--- src/inc/vmsr_pkg.sv ---
// Package with register offsets, field positions and carrier types of the legacy register bank.
package vmsr_pkg;

  // ****************************************************************
  // Register addresses
  // ****************************************************************
  localparam logic [15:0] misc_output_wr_addr = 16'h03c2;
  localparam logic [15:0] misc_output_rd_addr = 16'h03cc;
  localparam logic [15:0] seq_index_addr      = 16'h03c4;
  localparam logic [15:0] seq_data_addr       = 16'h03c5;
  localparam logic [15:0] mono_io_base        = 16'h03b0;
  localparam logic [15:0] colour_io_base      = 16'h03d0;
  localparam logic [15:0] io_group_mask       = 16'hfff0;

  // ****************************************************************
  // Sequencer indices
  // ****************************************************************
  localparam logic [2:0] idx_legacy_reset = 3'h0;
  localparam logic [2:0] idx_clocking     = 3'h1;
  localparam logic [2:0] idx_plane_mask   = 3'h2;
  localparam logic [2:0] idx_counter_hold = 3'h7;

  // ****************************************************************
  // Reset values and read masks
  // ****************************************************************
  localparam logic [7:0] reg_reset         = 8'h00;
  localparam logic [7:0] misc_rd_mask      = 8'hef;
  localparam logic [7:0] index_rd_mask     = 8'h07;
  localparam logic [7:0] legacy_rd_mask    = 8'h03;
  localparam logic [7:0] clocking_rd_mask  = 8'h3d;
  localparam logic [7:0] plane_rd_mask     = 8'h0f;

  // ****************************************************************
  // Field positions
  // ****************************************************************
  localparam int misc_vsync_neg_bit  = 7;
  localparam int misc_hsync_neg_bit  = 6;
  localparam int misc_page_low_bit   = 5;
  localparam int misc_clk_sel_hi     = 3;
  localparam int misc_clk_sel_lo     = 2;
  localparam int misc_aperture_bit   = 1;
  localparam int misc_colour_io_bit  = 0;
  localparam int clk_screen_off_bit  = 5;
  localparam int clk_shift4_bit      = 4;
  localparam int clk_dot_div_bit     = 3;
  localparam int clk_shift_load_bit  = 2;
  localparam int clk_eight_dot_bit   = 0;

  // ****************************************************************
  // Encodings and timing figures
  // ****************************************************************
  localparam logic [1:0] dot_clock_first  = 2'h0;
  localparam logic [1:0] dot_clock_second = 2'h1;
  localparam logic [4:0] char_width_nine  = 5'h09;
  localparam logic [4:0] char_width_eight = 5'h08;
  localparam logic [2:0] load_every_one   = 3'h1;
  localparam logic [2:0] load_every_two   = 3'h2;
  localparam logic [2:0] load_every_four  = 3'h4;
  localparam logic [15:0] aperture_lo_page = 16'h000a;
  localparam logic [15:0] aperture_hi_page = 16'h000b;

  typedef enum logic [1:0] {
    vmsr_lines_200,
    vmsr_lines_350,
    vmsr_lines_400,
    vmsr_lines_480
  } vmsr_lines_type;

  // Host access as it arrives on the bank's port.
  typedef struct packed {
    logic        io_wr;
    logic        io_rd;
    logic [15:0] addr;
    logic [7:0]  wdata;
  } vmsr_host_type;

  // Decoded display controls handed to the display engine.
  typedef struct packed {
    logic           vsync_neg;
    logic           hsync_neg;
    vmsr_lines_type lines;
    logic           page_low;
    logic [1:0]     dot_clk_sel;
    logic           aperture_en;
    logic           colour_io;
    logic           screen_off;
    logic [2:0]     load_interval;
    logic           dot_div2;
    logic [4:0]     char_width;
    logic [3:0]     plane_we;
  } vmsr_ctrl_type;

endpackage : vmsr_pkg

--- src/core/vmsr_seq_decode.sv ---
// Decoder that turns clocking mode fields and the force-eight-dot input into display timing controls.
`timescale 1ns/1ns
module vmsr_seq_decode (
  input  wire logic [7:0] clocking_mode,
  input  wire logic       force_eight_dot,
  output logic      [2:0] load_interval,
  output logic            dot_div2,
  output logic      [4:0] char_width
);

  wire logic shift4     = clocking_mode[vmsr_pkg::clk_shift4_bit];
  wire logic shift_load = clocking_mode[vmsr_pkg::clk_shift_load_bit];
  wire logic eight_dot  = clocking_mode[vmsr_pkg::clk_eight_dot_bit] | force_eight_dot;
  wire logic [4:0] base_width = eight_dot ? vmsr_pkg::char_width_eight
                                          : vmsr_pkg::char_width_nine;

  assign load_interval = shift4 ? vmsr_pkg::load_every_four :
                         (shift_load ? vmsr_pkg::load_every_two : vmsr_pkg::load_every_one);
  assign dot_div2      = clocking_mode[vmsr_pkg::clk_dot_div_bit];
  assign char_width    = dot_div2 ? {base_width[3:0], 1'b0} : base_width;

endmodule : vmsr_seq_decode

--- src/core/vmsr_regs.sv ---
// Miscellaneous output and sequencer register bank of the legacy display controller.
// Contract
// Misc bit 7 picks vertical sync polarity; 0 positive, 1 negative.
// Misc bit 6 picks horizontal sync polarity; 0 positive, 1 negative.
// Polarity pair encodes 200, 350, 400 or 480 active lines.
// Misc bit 5 picks upper (0) or lower (1) 64 KB page in odd/even.
// Misc bits 3:2 select dot clock; 00 first, 01 second, others unused.
// Misc bit 1 gates host access to legacy memory aperture.
// Aperture bit never blocks linear frame buffer accesses elsewhere.
// Misc bit 0 picks monochrome or colour I/O base for CRT group.
// Both monochrome and colour I/O ranges are claimed regardless.
// Misc written at 3C2h, read at 3CCh, resets 00h, bit 4 zero.
// Sequencer registers reached through index port 3C4h and data port 3C5h.
// Index register holds 3-bit index; upper bits read zero; resets 00h.
// Sequencer index 0 performs no reset; only bits 1:0 stored.
// Clocking bit 5 blanks video, stops fetches, keeps sync running; here it blanks video only while legacy_enable is high.
// Software sets screen-off before disabling legacy engine.
// Clocking bit 4 loads shift registers every fourth character clock.
// Clocking bit 3 halves pixel clock, doubling horizontal periods.
// Clocking bit 2 picks load every one or two clocks when bit 4 clear.
// Clocking bit 0 gives 8 or 9 dot characters, doubled when dividing.
// Separate force control overrides width bit to 8-dot characters.
// Plane mask bits 3:0 gate host writes per plane in all modes.
// Index 7 writes never hold or restart the character counter.
// Data port targets indexed register; unused bits read zero.
`timescale 1ns/1ns
module vmsr_regs (
  input  wire logic                    clk,
  input  wire logic                    nrst,
  input  wire vmsr_pkg::vmsr_host_type host,
  output logic                   [7:0] rdata,
  output logic                         rd_hit,
  input  wire logic                    mem_req,
  input  wire logic                    mem_wr,
  input  wire logic             [19:0] mem_addr,
  input  wire logic              [3:0] mem_plane_sel,
  output logic                         mem_grant,
  output logic                   [3:0] mem_plane_we,
  input  wire logic                    force_eight_dot,
  input  wire logic                    legacy_enable,
  input  wire logic                    blank_in,
  output logic                         video_blank,
  output logic                         fetch_enable,
  output logic                         crt_group_hit,
  output vmsr_pkg::vmsr_ctrl_type      ctrl
);

  // ****************************************************************
  // Storage
  // ****************************************************************
  logic [7:0] misc_output_register;
  logic [2:0] seq_index_pointer;
  logic [1:0] seq_legacy_reset;
  logic [7:0] clocking_mode_ctrl;
  logic [3:0] plane_write_mask;
  logic [7:0] horiz_char_counter_hold;
  logic [7:0] next_rdata;

  // ****************************************************************
  // Address decode
  // ****************************************************************
  wire logic misc_wr   = host.io_wr && host.addr == vmsr_pkg::misc_output_wr_addr;
  wire logic misc_rd   = host.io_rd && host.addr == vmsr_pkg::misc_output_rd_addr;
  wire logic index_wr  = host.io_wr && host.addr == vmsr_pkg::seq_index_addr;
  wire logic index_rd  = host.io_rd && host.addr == vmsr_pkg::seq_index_addr;
  wire logic data_wr   = host.io_wr && host.addr == vmsr_pkg::seq_data_addr;
  wire logic data_rd   = host.io_rd && host.addr == vmsr_pkg::seq_data_addr;
  wire logic wr_legacy = data_wr && seq_index_pointer == vmsr_pkg::idx_legacy_reset;
  wire logic wr_clock  = data_wr && seq_index_pointer == vmsr_pkg::idx_clocking;
  wire logic wr_plane  = data_wr && seq_index_pointer == vmsr_pkg::idx_plane_mask;
  wire logic wr_hold   = data_wr && seq_index_pointer == vmsr_pkg::idx_counter_hold;

  // Both I/O groups are claimed so software that still pokes the other base keeps working.
  wire logic mono_hit   = (host.addr & vmsr_pkg::io_group_mask) == vmsr_pkg::mono_io_base;
  wire logic colour_hit = (host.addr & vmsr_pkg::io_group_mask) == vmsr_pkg::colour_io_base;
  assign crt_group_hit  = (host.io_wr | host.io_rd) & (mono_hit | colour_hit);

  // ****************************************************************
  // Register writes
  // ****************************************************************
  always_ff @(posedge clk or negedge nrst) begin
    if (!nrst) begin
      misc_output_register <= vmsr_pkg::reg_reset;
    end else if (misc_wr) begin
      misc_output_register <= host.wdata & vmsr_pkg::misc_rd_mask;
    end
  end

  always_ff @(posedge clk or negedge nrst) begin
    if (!nrst) begin
      seq_index_pointer <= vmsr_pkg::reg_reset[2:0];
    end else if (index_wr) begin
      seq_index_pointer <= host.wdata[2:0];
    end
  end

  always_ff @(posedge clk or negedge nrst) begin
    if (!nrst) begin
      seq_legacy_reset        <= vmsr_pkg::reg_reset[1:0];
      clocking_mode_ctrl      <= vmsr_pkg::reg_reset;
      plane_write_mask        <= vmsr_pkg::reg_reset[3:0];
      horiz_char_counter_hold <= vmsr_pkg::reg_reset;
    end else begin
      if (wr_legacy) begin
        seq_legacy_reset <= host.wdata[1:0];
      end
      if (wr_clock) begin
        clocking_mode_ctrl <= host.wdata & vmsr_pkg::clocking_rd_mask;
      end
      if (wr_plane) begin
        plane_write_mask <= host.wdata[3:0];
      end
      // Kept only as a scratch value; it drives no counter hold or restart.
      if (wr_hold) begin
        horiz_char_counter_hold <= host.wdata;
      end
    end
  end

  // ****************************************************************
  // Read path
  // ****************************************************************
  wire logic [7:0] seq_sel_data =
    (seq_index_pointer == vmsr_pkg::idx_legacy_reset) ? {6'h00, seq_legacy_reset} :
    (seq_index_pointer == vmsr_pkg::idx_clocking)     ? clocking_mode_ctrl :
    (seq_index_pointer == vmsr_pkg::idx_plane_mask)   ? {4'h0, plane_write_mask} :
    (seq_index_pointer == vmsr_pkg::idx_counter_hold) ? horiz_char_counter_hold :
                                                        8'h00;

  assign next_rdata = misc_rd  ? misc_output_register :
                      index_rd ? {5'h00, seq_index_pointer} :
                      data_rd  ? seq_sel_data : 8'h00;

  always_ff @(posedge clk or negedge nrst) begin
    if (!nrst) begin
      rdata  <= vmsr_pkg::reg_reset;
      rd_hit <= 1'b0;
    end else begin
      rdata  <= next_rdata;
      rd_hit <= misc_rd | index_rd | data_rd;
    end
  end

  // ****************************************************************
  // Memory aperture and plane gating
  // ****************************************************************
  wire logic [15:0] mem_page = {12'h000, mem_addr[19:16]};
  wire logic in_aperture = mem_page == vmsr_pkg::aperture_lo_page ||
                           mem_page == vmsr_pkg::aperture_hi_page;
  wire logic aperture_en = misc_output_register[vmsr_pkg::misc_aperture_bit];

  // Outside the legacy window the aperture bit is not consulted at all.
  assign mem_grant    = mem_req & (~in_aperture | aperture_en);
  assign mem_plane_we = (mem_grant & mem_wr) ? (mem_plane_sel & plane_write_mask) : 4'h0;

  // ****************************************************************
  // Display controls
  // ****************************************************************
  wire logic screen_off = clocking_mode_ctrl[vmsr_pkg::clk_screen_off_bit] & legacy_enable;
  assign video_blank  = blank_in | screen_off;
  assign fetch_enable = legacy_enable & ~screen_off;

  wire logic vneg = misc_output_register[vmsr_pkg::misc_vsync_neg_bit];
  wire logic hneg = misc_output_register[vmsr_pkg::misc_hsync_neg_bit];
  wire vmsr_pkg::vmsr_lines_type lines_code = vmsr_pkg::vmsr_lines_type'({hneg, vneg});

  logic [2:0] load_interval;
  logic       dot_div2;
  logic [4:0] char_width;

  vmsr_seq_decode u_decode (
    .clocking_mode   (clocking_mode_ctrl),
    .force_eight_dot (force_eight_dot),
    .load_interval   (load_interval),
    .dot_div2        (dot_div2),
    .char_width      (char_width)
  );

  assign ctrl.vsync_neg     = vneg;
  assign ctrl.hsync_neg     = hneg;
  assign ctrl.lines         = lines_code;
  assign ctrl.page_low      = misc_output_register[vmsr_pkg::misc_page_low_bit];
  assign ctrl.dot_clk_sel   = misc_output_register[vmsr_pkg::misc_clk_sel_hi:
                                                   vmsr_pkg::misc_clk_sel_lo];
  assign ctrl.aperture_en   = aperture_en;
  assign ctrl.colour_io     = misc_output_register[vmsr_pkg::misc_colour_io_bit];
  assign ctrl.screen_off    = screen_off;
  assign ctrl.load_interval = load_interval;
  assign ctrl.dot_div2      = dot_div2;
  assign ctrl.char_width    = char_width;
  assign ctrl.plane_we      = plane_write_mask;

  // ****************************************************************
  // Checks
  // ****************************************************************
  chk_misc_write_read: assert property (@(posedge clk) disable iff (!nrst)
    misc_wr ##1 (misc_rd && !misc_wr) |=> rdata == ($past(host.wdata, 2) & 8'hef))
    else $error("misc output readback mismatch");
  chk_index_upper_zero: assert property (@(posedge clk) disable iff (!nrst)
    index_rd |=> rdata[7:3] == 5'h00)
    else $error("index upper bits not zero");
  chk_legacy_upper_zero: assert property (@(posedge clk) disable iff (!nrst)
    data_rd && seq_index_pointer == 3'h0 |=> rdata[7:2] == 6'h00)
    else $error("legacy reset upper bits not zero");
  chk_aperture_block: assert property (@(posedge clk) disable iff (!nrst)
    mem_req && in_aperture && !aperture_en |-> !mem_grant)
    else $error("aperture access not blocked");
  chk_linear_pass: assert property (@(posedge clk) disable iff (!nrst)
    mem_req && !in_aperture |-> mem_grant)
    else $error("linear access blocked");
  chk_plane_gate: assert property (@(posedge clk) disable iff (!nrst)
    wr_plane ##1 (mem_req && mem_wr && !wr_plane) |-> (mem_plane_we & ~$past(host.wdata[3:0])) == 4'h0)
    else $error("masked plane written");
  chk_screen_blank: assert property (@(posedge clk) disable iff (!nrst)
    wr_clock && host.wdata[5] ##1 legacy_enable |-> video_blank && !fetch_enable)
    else $error("screen off not blanking");
  chk_shift4_load: assert property (@(posedge clk) disable iff (!nrst)
    wr_clock && host.wdata[4] |=> load_interval == 3'h4)
    else $error("shift four interval wrong");
  chk_width_div: assert property (@(posedge clk) disable iff (!nrst)
    wr_clock && host.wdata[3] && !host.wdata[0] ##1 !force_eight_dot |-> char_width == 5'h12)
    else $error("doubled nine dot width wrong");
  chk_force_eight: assert property (@(posedge clk) disable iff (!nrst)
    force_eight_dot && !dot_div2 |-> char_width == 5'h08)
    else $error("forced eight dot not applied");
  chk_lines_code: assert property (@(posedge clk) disable iff (!nrst)
    misc_wr && host.wdata[7:6] == 2'h3 |=> ctrl.lines == vmsr_pkg::vmsr_lines_480)
    else $error("480 line code wrong");
  chk_misc_gap_read: assert property (@(posedge clk) disable iff (!nrst)
    misc_wr ##1 !misc_wr ##1 (misc_rd && !misc_wr) |=>
      rdata == ($past(host.wdata, 3) & vmsr_pkg::misc_rd_mask))
    else $error("misc output readback after gap mismatch");
  chk_unmapped_read: assert property (@(posedge clk) disable iff (!nrst)
    host.io_rd && !misc_rd && !index_rd && !data_rd |=> rdata == 8'h00 && !rd_hit)
    else $error("unmapped read returned data");
  chk_mono_claimed: assert property (@(posedge clk) disable iff (!nrst)
    host.io_wr && mono_hit && ctrl.colour_io |-> crt_group_hit)
    else $error("monochrome range dropped in colour emulation");
  chk_colour_claimed: assert property (@(posedge clk) disable iff (!nrst)
    host.io_wr && colour_hit && !ctrl.colour_io |-> crt_group_hit)
    else $error("colour range dropped in monochrome emulation");
  chk_dot_clock_sel: assert property (@(posedge clk) disable iff (!nrst)
    misc_wr && host.wdata[3:2] == 2'h1 |=> ctrl.dot_clk_sel == vmsr_pkg::dot_clock_second)
    else $error("second dot clock not selected");
  chk_aperture_grant: assert property (@(posedge clk) disable iff (!nrst)
    mem_req && in_aperture && aperture_en |-> mem_grant)
    else $error("enabled aperture access blocked");
  chk_load_two: assert property (@(posedge clk) disable iff (!nrst)
    wr_clock && host.wdata[2] && !host.wdata[4] |=> load_interval == vmsr_pkg::load_every_two)
    else $error("every other load interval wrong");
  chk_dot_divide: assert property (@(posedge clk) disable iff (!nrst)
    wr_clock && host.wdata[3] |=> dot_div2)
    else $error("dot clock divide not applied");

endmodule : vmsr_regs

--- config.mk ---
export PLATFORM = sky130hd
export DESIGN_NAME = vmsr_regs
export DESIGN_NICKNAME = d
export VERILOG_FILES = /design/src/inc/vmsr_pkg.sv /design/src/core/vmsr_seq_decode.sv /design/src/core/vmsr_regs.sv
export SDC_FILE = /design/constraint.sdc
export NUM_CORES = 1
export LEC_CHECK = 0
export BUFFER_PORTS_ARGS = -buffer_cell sky130_fd_sc_hd__buf_4
export CAP_MARGIN = 20
export CORE_MARGIN = 2
export CORE_UTILIZATION = 46
export CTS_CLUSTER_SIZE = 12
export DETAILED_ROUTE_END_ITERATION = 8
export PLACE_DENSITY = 0.82
export REMOVE_ABC_BUFFERS = 1
export SYNTH_ARGS = -nofsm -noshare
export SYNTH_HDL_FRONTEND = slang
export SYNTH_HIERARCHICAL = 1
export SYNTH_SLANG_ARGS = --single-unit
export TNS_END_PERCENT = 5
--- constraint.sdc ---
create_clock -name clk -period 2.1 [get_ports clk]
set_input_delay 0.21 -clock clk [delete_from_list [all_inputs] [get_ports clk]]
set_output_delay 0.21 -clock clk [all_outputs]
set_load 0.05 [all_outputs]
Word-level counts from Yosys, hierarchy flattened
Index checks and enable logic that the tools add are counted.
{"block": "classes", "eq_ne": 11, "mux": 12, "bitwise": 15, "n_reduce_logical": 12}
{"op": "$eq A16 B10 Y1 const B", "n": 4}
{"op": "$mux W8", "n": 7}
{"op": "$eq A12 B6 Y1 const B", "n": 2}
{"op": "$logic_and A1 B1 Y1", "n": 10}
{"op": "$eq A4 B4 Y1 const B", "n": 2}
{"op": "$or A1 B1 Y1", "n": 7}
{"op": "$and A1 B1 Y1", "n": 5}
{"op": "$mux W5", "n": 1}
{"op": "$and A4 B4 Y4", "n": 1}
{"op": "$mux W4", "n": 1}
{"op": "$eq A3 B1 Y1 const B", "n": 1}
{"op": "$eq A3 B2 Y1 const B", "n": 1}
{"op": "$eq A3 B3 Y1 const B", "n": 1}
{"op": "$logic_not A3 Y1", "n": 1}
{"op": "$mux W3", "n": 1}
{"op": "$mux W2", "n": 1}
{"op": "$not A1 Y1", "n": 2}
{"op": "$logic_or A1 B1 Y1", "n": 1}
{"op": "$mux W1", "n": 1}
{"block": "word_totals", "register_bits": 38, "in_bits": 57, "out_inout_bits": 40, "word_cells": 58}

Depth between registers and ports, before layout
Gate-level depths: netlist (run 1).
{"block": "depth", "ltp_word": 8, "depth_mapped": 5, "ltp_nobuf": 4}

By module
The synthesis (run 1) kept the hierarchy.
{"module": "vmsr_regs", "instances": 1, "cells_each": 163, "area_per_inst_um2": 1921.8, "seq_area_each_um2": 950.9}
{"module": "vmsr_seq_decode", "instances": 1, "cells_each": 10, "area_per_inst_um2": 65.1, "seq_area_each_um2": 0.0}

Least setup slack after synthesis (run 1)
Ideal clock, no wire load.
{"block": "synth_timing", "path_kind": "reg-to-output", "startpoint": "register misc_output_register[1]", "endpoint": "output mem_plane_we[0]", "arrival_time_ns": 2.432, "required_time_ns": 1.890, "path_slack_ns": -0.542, "path_stages_with_launch": 5, "path_buffers": 0, "cell_sequence": "dfrtp_1 -> nor4bb_1 -> nor2b_1 -> nand2_1 -> nor2_1"}
{"block": "synth_between", "elab_chain_cells": 4}
{"item": "start: declaration", "line": "vmsr_regs.sv:51", "rtl": "logic [7:0] misc_output_register;"}
{"item": "start signal: assignment", "line": "vmsr_regs.sv:83", "rtl": "misc_output_register <= vmsr_pkg::reg_reset;"}
{"item": "start signal: assignment", "line": "vmsr_regs.sv:85", "rtl": "misc_output_register <= host.wdata & vmsr_pkg::misc_rd_mask;"}
{"item": "$or A1 B1 Y1", "line": "vmsr_regs.sv:153", "rtl": "assign mem_grant = mem_req & (~in_aperture | aperture_en);"}
{"item": "$and A1 B1 Y1", "line": "vmsr_regs.sv:153"}
{"item": "net mem_grant", "line": "vmsr_regs.sv:37", "rtl": "output logic mem_grant,"}
{"item": "$and A1 B1 Y1", "line": "vmsr_regs.sv:154", "rtl": "assign mem_plane_we = (mem_grant & mem_wr) ? (mem_plane_sel & plane_write_mask) : 4'h0;"}
{"item": "$mux W4", "line": "vmsr_regs.sv:154"}
{"item": "end: declaration", "line": "vmsr_regs.sv:38", "rtl": "output logic [3:0] mem_plane_we,"}
The timed path passes the listed nets, and every way through them passes these cells.

Worst setup path after layout (run 1)
{"block": "layout_timing", "startpoint": "register seq_index_pointer[2]", "endpoint": "register horiz_char_counter_hold[4]"}
{"block": "layout_between", "elab_chain_cells": 2}
{"item": "start: declaration", "line": "vmsr_regs.sv:52", "rtl": "logic [2:0] seq_index_pointer;"}
{"item": "start signal: assignment", "line": "vmsr_regs.sv:91", "rtl": "seq_index_pointer <= vmsr_pkg::reg_reset[2:0];"}
{"item": "start signal: assignment", "line": "vmsr_regs.sv:93", "rtl": "seq_index_pointer <= host.wdata[2:0];"}
{"item": "$eq A3 B3 Y1", "line": "vmsr_regs.sv:71", "rtl": "wire logic wr_hold = data_wr && seq_index_pointer == vmsr_pkg::idx_counter_hold;"}
{"item": "$logic_and A1 B1 Y1", "line": "vmsr_regs.sv:71"}
{"item": "end signal: assignment", "line": "vmsr_regs.sv:102", "rtl": "horiz_char_counter_hold <= vmsr_pkg::reg_reset;"}
{"item": "end signal: assignment", "line": "vmsr_regs.sv:115", "rtl": "horiz_char_counter_hold <= host.wdata;"}
{"item": "end: declaration", "line": "vmsr_regs.sv:56", "rtl": "logic [7:0] horiz_char_counter_hold;"}
Every way passes these cells.
A chain may end at the register's enable or synchronous reset.

==> results of run 1 <==
[stage by stage]
step / std cells / util [%] / setup slack, ps / total power, W
finish: 302 / 65.83 / 377.2 / 0.001328
detailed placement: 294 / 63.66 / 199.6 / 0.0008775
CTS: 302 / 65.83 / 375.9 / 0.001337
global placement: 294 / 63.66 / 227.1 / 0.0008750
floorplan: 160 / - / -542.1 / 0.0007854
global route: 302 / 65.83 / 209.5 / 0.001377
[routing by layer]
metal | wire length [um] | vias up | global-route usage (%)
li1 | - | 776 | -
met1 | 1910 | 789 | 24.86
met2 | 2287 | 48 | 33.23
met3 | 229 | 2 | 4.215
met4 | 30 | 0 | 5.556
met5 | 0 | - | 0
[state kept, by name, indices dropped and copies added (netlist names)]
signal                   flops
clocking_mode_ctrl           5
misc_output_register         7
seq_legacy_reset             2
rdata                        8
horiz_char_counter_hold      8
seq_index_pointer            3
plane_write_mask             4
rd_hit                       1
[worst reg2reg max path, delay by kind of cell, from the launching register on]
kind	cells	cell delay (ps)
buffers and inverters	1	180
flip-flops	1	600
AND/OR/NAND/NOR	3	500
multiplexers	1	330
[layout by cell type, fill, tap and decap left out, types with 2 or more instances in the layout]
master,n
clkinv_2,2
mux2_4,3
and2_1,2
o32a_1,2
mux2_2,28
nor3_1,4
o21ai_0,3
nor2b_1,6
nand4_1,3
nor4bb_1,2
a32o_1,3
nand3_1,5
nand2_1,16
and4bb_2,2
dfrtp_1,38
clkbuf_8,5
inv_1,4
buf_4,84
a211oi_1,2
nor2_1,11
nor4_4,2
and3_1,2
[report_power, final]
part           internal [W]  leakage [nW]  switching, W
registers          0.000732         0.531   0.000000108
logic             0.0000644         0.767     0.0000671
clock network      0.000223        0.0438      0.000243
[final cells by class]
| type | count | area (um2) | share of cell area [%] |
|---|---|---|---|
| sequential | 38 | 950.9 | 35.35 |
| clock buffer | 5 | 68.82 | 2.558 |
| inverter | 4 | 15.01 | 0.5581 |
| tap | 50 | 62.56 | 2.326 |
| multi-input combinational | 118 | 942.2 | 35.02 |
| timing repair buffer | 85 | 640.6 | 23.81 |
| clock inverter | 2 | 10.01 | 0.3721 |
[final timing paths]
check                                      startpoint                    endpoint  slack [ps]  cells past startpoint
setup / recovery                 seq_index_pointer[2]  horiz_char_counter_hold[4]         380                      5
hold / removal                                host[6]  horiz_char_counter_hold[6]         170                      2
setup reg to reg                 seq_index_pointer[2]  horiz_char_counter_hold[4]         380                      5
hold reg to reg            horiz_char_counter_hold[4]  horiz_char_counter_hold[4]         510                      1
max in group asynchronous                        nrst                    rdata[1]        1350                      2
min in group asynchronous                        nrst                    rdata[7]         420                      2
==> flow_metrics.py, run 1 <==
metrics = {
    "placed_design": {
        "place_congestion": 0.7955,
        "hpwl_um": 3474,
        "placement.io_buffers": 78,
        "place_area_um2": 2601,
    },
    "die": {
        "die_w_um": 69.66,
        "row_count": 23,
        "core_um2": 4086,
        "dieArea_um2": 4853,
        "pin_count": 97,
        "dieHeight_um": 69.66,
        "start_util_pct": 48.53,
    },
    "cts": {
        "tritoncts": "yes",
        "cts_hold_buf": 1,
        "cts.path.max_buffers": 2,
        "cts_made_buffers": 5,
        "h-tree-depth": 2,
        "cts.sinks": 38,
        "root_buffer": "clkbuf_8",
        "cts_resized": 0,
        "clk_pin_slew_ps": 70,
        "clkLatencyLatePin_ps": 280,
        "post_cts_buffers": 0,
    },
    "setup_path": {
        "cp.buffers_inverters": 1,
        "slowest_delay_ps": 600,
        "arrival_ps": 1890,
        "cp_top_family": "flip-flops",
        "worstSetupPathType": "reg2reg",
        "crit_path_end_kind": "flop",
        "crit_slowest_cell": "dfrtp_1",
        "cp-start-kind": "flop",
        "crit_chain": "and3_1 > nand3_1 > nor2_2 > buf_4 > mux2_2",
        "required_ps": 2270,
        "critPathMaxFanout": 12,
    },
    "sta": {
        "period_share_pct": 82.04,
        "slew_violations": 0,
        "fmax_mhz": 580.4,
        "clock_skew_ps": 4.018,
        "setup_tns_ps": 0,
        "hold_viol_final": 0,
        "holdWs_ps": 166.5,
        "rsz0062_at_grt": "false",
        "period_minus_slack_ps": 1723,
        "finalSetupViolCount": 0,
    },
    "synth": {
        "syn_area_um2": 1983,
        "yosysWarnings": 6,
        "synthCells": 172,
        "avgSynthCellArea_um2": 11.53,
    },
    "global_routing": {
        "grt_pass1_wl_um": 7583,
        "grt_usage_pct": 19.43,
        "grt_max_degree": 39,
        "grt-ovfl-total": 0,
        "first_global_vias": 1634,
        "antenna_found_initial": 0,
    },
    "job": {
        "maxCapViolCount": 0,
    },
    "power": {
        "irDropWorstVdd_uv": 271.9,
        "power.leakage_nw": 1.342,
        "powerDensity_nw_per_um2": 493.8,
    },
    "layout": {
        "final_nets": 309,
        "drive_gt1_share_pct": 52.78,
        "fillers": 325,
        "fin_area_um2": 2690,
        "antenna_cells": 0,
        "area_growth_pct": 35.65,
    },
    "status": {
        "status": "finished, final reports clean",
    },
    "min_path": {
        "hold_class": "in2reg",
    },
    "detailed_routing": {
        "via_count": 1615,
        "ant_nets": 0,
        "via_per_inst": 5.348,
        "drt_iter0_markers": 92,
        "first_pass_iters": 4,
        "wl_um": 4456,
        "wire_per_inst_um": 14.75,
        "route.detailed.drc": 0,
    },
}
No activity file was read; power rests on OpenSTA's default activity.
==> run 2: changes to the inputs <==
ABC_AREA = 1   (was not set)
clock period = 1.8 ns   (was 2.1 ns; I/O delays follow)
==> flow_metrics.py, run 2 <==
metrics = {
    "status": {
        "status": "finished, final reports clean",
    },
    "layout": {
        "finish.utilization_pct": 65.37,
        "top_regs": "horiz_char_counter_hold (8), rdata (8), misc_output_register (7)",
        "final_nets": 384,
        "fin_area_um2": 2671,
        "drive_gt1_share_pct": 32.93,
        "antenna_cells": 0,
        "ff_latch_area_um2": 950.9,
        "multi_input_comb_area_um2": 847.1,
        "area_growth_pct": 34.19,
        "fillers": 365,
        "final_cell_mix": "nand2_1 (80), buf_4 (79), dfrtp_1 (38)",
        "layout_commonest_cell": "nand2_1",
    },
    "cts": {
        "cts_hold_buf": 1,
        "clk_pin_slew_ps": 70,
        "cts.path.max_buffers": 2,
        "root_buffer": "clkbuf_8",
        "tritoncts": "yes",
        "clkLatencyLatePin_ps": 290,
        "post_cts_buffers": 0,
        "cts_made_buffers": 5,
        "cts.sinks": 38,
        "cts_resized": 0,
        "h-tree-depth": 2,
    },
    "setup_path": {
        "worstSetupPathType": "reg2out",
        "crit_slowest_cell": "dfrtp_1",
        "critPathMaxFanout": 4,
        "slowest_delay_ps": 400,
        "arrival_ps": 1440,
        "required_ps": 1620,
        "crit_chain": "nor2_1 > a31oi_1 > nand2_1 > nor2_1 > buf_4",
        "timing.critical_path.mode_cell": "nor2_1",
        "cp-start-kind": "flop",
        "cp_top_family": "flip-flops",
        "crit_path_end_kind": "primary output",
        "cp.buffers_inverters": 1,
    },
    "power": {
        "powerDensity_nw_per_um2": 603.5,
        "irDropWorstVdd_uv": 418.8,
        "power.leakage_nw": 1.471,
    },
    "global_routing": {
        "grt_max_degree": 39,
        "antenna_found_initial": 0,
        "grt_usage_pct": 19.41,
        "grt-ovfl-total": 0,
        "first_global_vias": 1720,
        "grt_pass1_wl_um": 7707,
    },
    "job": {
        "maxCapViolCount": 0,
    },
    "min_path": {
        "hold_class": "in2reg",
    },
    "detailed_routing": {
        "wire_per_inst_um": 11.93,
        "first_pass_iters": 4,
        "route.detailed.drc": 0,
        "ant_nets": 0,
        "drt_iter0_markers": 105,
        "via_per_inst": 4.886,
        "wl_um": 4509,
        "via_count": 1847,
    },
    "sta": {
        "period_minus_slack_ps": 1616,
        "finalSetupViolCount": 0,
        "hold_viol_final": 0,
        "period_share_pct": 89.79,
        "clock_skew_ps": 6.995,
        "fmax_mhz": 618.7,
        "setup_tns_ps": 0,
        "timing.final.ws_setup_ps": 183.8,
        "slew_violations": 0,
        "rsz0062_at_grt": "false",
    },
    "die": {
        "dieArea_um2": 4870,
        "core_um2": 4086,
        "start_util_pct": 48.71,
        "die_w_um": 69.79,
        "row_count": 23,
        "pin_count": 97,
        "dieHeight_um": 69.79,
    },
    "synth": {
        "avgSynthCellArea_um2": 7.963,
        "syn_area_um2": 1991,
        "synthCells": 250,
        "yosysWarnings": 6,
    },
    "placed_design": {
        "placement.io_buffers": 78,
        "hpwl_um": 3495,
        "place_area_um2": 2570,
        "place_ws_ps": 326.7,
        "place_congestion": 0.8530,
    },
}
## run 2: cell types whose count changed in the layout (fill, tap and decap cells not counted), moves of 6 or more
cell,delta
inv_1,+27
nor2_1,+10
mux2_2,-28
nand2_1,+64
o21ai_2,+8
nor2b_1,-6
o21ai_0,+19
nand3_1,+9
## run 2: cell type report
type	count	share of cell area [%]
multi-input combinational	171	31.71
inverter	31	4.356
clock buffer	7	3.232
timing repair buffer	80	22.58
sequential	38	35.60
tap	50	2.342
clock inverter	1	0.1874
## run 2: routing by layer
metal,part of all wire (%),vias up,track usage (%)
met5,0,-,0
met4,0.75,0,4.487
met3,4.9,5,4.506
met2,51,43,33.33
met1,43,865,24.86
li1,-,934,-
## run 2: final timing paths
path / startpoint / endpoint / slack, ps / cells after the start
max: misc_output_register[1] / mem_plane_we[1] / 180 / 5
min: host[4] / horiz_char_counter_hold[4] / 150 / 3
max reg2reg: seq_index_pointer[1] / rdata[0] / 300 / 9
min reg2reg: horiz_char_counter_hold[6] / horiz_char_counter_hold[6] / 480 / 2
max in group asynchronous: nrst / seq_index_pointer[2] / 1080 / 2
min in group asynchronous: nrst / misc_output_register[6] / 390 / 2
## run 2: report_power, final
group / internal (W) / switching, W / total (W)
sequential: 0.000853 / 0.0000000988 / 0.000854
clock: 0.000309 / 0.000291 / 0.000599
combinational: 0.0000719 / 0.0000874 / 0.000159
total: 0.00123 / 0.000378 / 0.00161
## run 2: worst reg2reg max path: stages (launching register included)
cell and delay (ps):
dfrtp_1 440, nor2_1 190, nand2_1 110, or2_2 280, nand2_1 90, nand2_1 60
nand2_1 50, nand3_1 60, nand2_1 70, inv_1 40
## run 2: metrics by stage
step / total power (W) / hold WS, ps / cells
final: 0.001612 / 148.5 / 378
after global routing: 0.001670 / 168.6 / 378
after CTS: 0.001623 / 150.8 / 378
after detailed placement: 0.001030 / 174.5 / 369
after global placement: 0.001026 / 166.3 / 369
after floorplan: 0.0009265 / -115.6 / 240
==> run 3: changes to the inputs <==
CORE_UTILIZATION = 41   (was 46)
PLACE_DENSITY = 0.77   (was 0.82)
clock period = 1.41 ns   (was 1.8 ns; I/O delays follow)
==> flow_metrics.py, run 3 (synthesis results as in run 2) <==
metrics = {
    "die": {
        "row_count": 25,
        "dieArea_um2": 5429,
        "dieHeight_um": 73.68,
        "core_um2": 4692,
        "die_w_um": 73.68,
        "pin_count": 97,
        "start_util_pct": 42.43,
    },
    "layout": {
        "layout_commonest_cell": "buf_4",
        "top_regs": "horiz_char_counter_hold (8), rdata (8), misc_output_register (7)",
        "fillers": 413,
        "finish.utilization_pct": 60.43,
        "multi_input_comb_area_um2": 909.6,
        "ff_latch_area_um2": 950.9,
        "final_nets": 395,
        "area_growth_pct": 42.43,
        "post_layout_nonfiller_instances": 392,
        "antenna_cells": 0,
        "final_cell_mix": "buf_4 (84), nand2_1 (79), dfrtp_1 (38)",
        "drive_gt1_share_pct": 38.46,
    },
    "placed_design": {
        "place_congestion": 0.8363,
        "placement.io_buffers": 78,
        "place_ws_ps": 28.10,
        "hpwl_um": 3491,
        "dp.cells": 382,
    },
    "setup_path": {
        "critPathMaxFanout": 4,
        "r2r_cells": 9,
        "crit_path_end_kind": "primary output",
        "required_ps": 1270,
        "arrival_ps": 1300,
        "ff2ff_setup_slack_ps": 80,
        "rr_startpoint": "seq_index_pointer[2]",
        "cp-start-kind": "flop",
        "worstSetupPathType": "reg2out",
        "r2r_end": "rdata[0]",
    },
    "job": {
        "maxCapViolCount": 0,
    },
    "power": {
        "power.leakage_nw": 1.534,
        "powerDensity_nw_per_um2": 710.2,
        "irDropWorstVdd_uv": 465.3,
    },
    "detailed_routing": {
        "wl_um": 4610,
        "drt_iter0_markers": 82,
        "ant_nets": 0,
        "route.detailed.drc": 0,
        "wire_per_inst_um": 11.76,
        "via_count": 1879,
        "via_per_inst": 4.793,
        "first_pass_iters": 4,
    },
    "sta": {
        "finalSetupViolCount": 4,
        "period_share_pct": 102.0,
        "fmax_mhz": 695.4,
        "rsz0062_at_grt": "true",
        "clock_skew_ps": 2.980,
        "hold_viol_final": 0,
        "slew_violations": 0,
        "timing.final.ws_setup_ps": -27.94,
        "period_minus_slack_ps": 1438,
    },
    "cts": {
        "tritoncts": "yes",
        "cts.path.max_buffers": 2,
        "cts.sinks": 38,
        "h-tree-depth": 2,
        "clk_pin_slew_ps": 70,
        "cts_made_buffers": 5,
        "root_buffer": "clkbuf_8",
        "clkLatencyLatePin_ps": 290,
    },
    "status": {
        "status": "finished with violations",
        "failed_checks": "negative setup slack",
    },
    "min_path": {
        "min_path_cells": 3,
        "holdCritStartpoint": "host[4]",
        "whs_endpoint": "horiz_char_counter_hold[4]",
        "hold_class": "in2reg",
    },
    "global_routing": {
        "grt_usage_pct": 18.87,
        "first_global_vias": 1823,
        "grt_pass1_wl_um": 7907,
        "grt-ovfl-total": 0,
        "antenna_found_initial": 0,
        "grt_max_degree": 39,
    },
}
-- run 3: cell types whose count changed in the layout (fill, tap and decap cells not counted), moves of 3 or more --
cell / change
buf_4: +5
buf_6: +5
inv_1: -3
inv_2: +3
nor2_1: -6
nor2_4: +5
-- run 3: per-stage QoR --
stage	area (um2)	hold WS [ps]	setup TNS [ps]	total power (W)
2_1_floorplan	1914	-154.6	-6727	0.001183
3_3_place_gp	2643	125.9	0	0.001310
3_5_place_dp	2643	129.6	0	0.001313
4_1_cts	2774	112.9	-253.6	0.002016
5_1_grt	2835	108.0	-484.9	0.002098
6_report	2835	115.4	-54.29	0.002014
-- run 3: area by class of cell --
class | count | area share [%]
inverter | 31 | 4.104
timing repair buffer | 91 | 25.11
tap | 54 | 2.383
clock inverter | 2 | 0.3530
sequential | 38 | 33.54
multi-input combinational | 171 | 32.08
clock buffer | 5 | 2.427
-- run 3: power by group --
group,internal [W],switching [W]
clock network,0.000331,0.000371
registers,0.00109,0.000000108
logic,0.000101,0.000120
-- run 3: worst max-delay path by stage --
stage | from | end | slack [ps] | cells past startpoint
floorplan | misc_output_register[1] | mem_plane_we[0] | -1240 | 4
global placement | host[23] | horiz_char_counter_hold[1] | 50 | 9
detailed placement | host[21] | horiz_char_counter_hold[1] | 30 | 9
CTS | misc_output_register[1] | mem_plane_we[0] | -70 | 5
global route | misc_output_register[1] | mem_plane_we[0] | -100 | 5
finish | misc_output_register[1] | mem_plane_we[0] | -30 | 5
-- run 3: repair_timing --
action	4_1_cts	5_1_grt
gates resized for setup	10	15
hold buffers	1	0
pin swaps	3	3
endpoints found under the hold margin	38	0
endpoints found under the setup margin	5	18
buffers inserted	1	1
-- run 3: critical path, cell delays in order (launching register included) --
cell	delay, ps
dfrtp_1	390
nor2_4	50
a31oi_4	160
nand2_4	120
nor2_4	120
buf_6	160
-- run 3: layer usage --
layer  vias up  global-route usage [%]  wire length [um]  share of wire, %
met4         0                   4.848                46               1.0
met2        63                   31.25              2306                50
met3         6                   5.624               327               7.1
met5         -                       0                 0                 0
met1       855                   24.10              1929                42
li1        955                       -                 -                 -
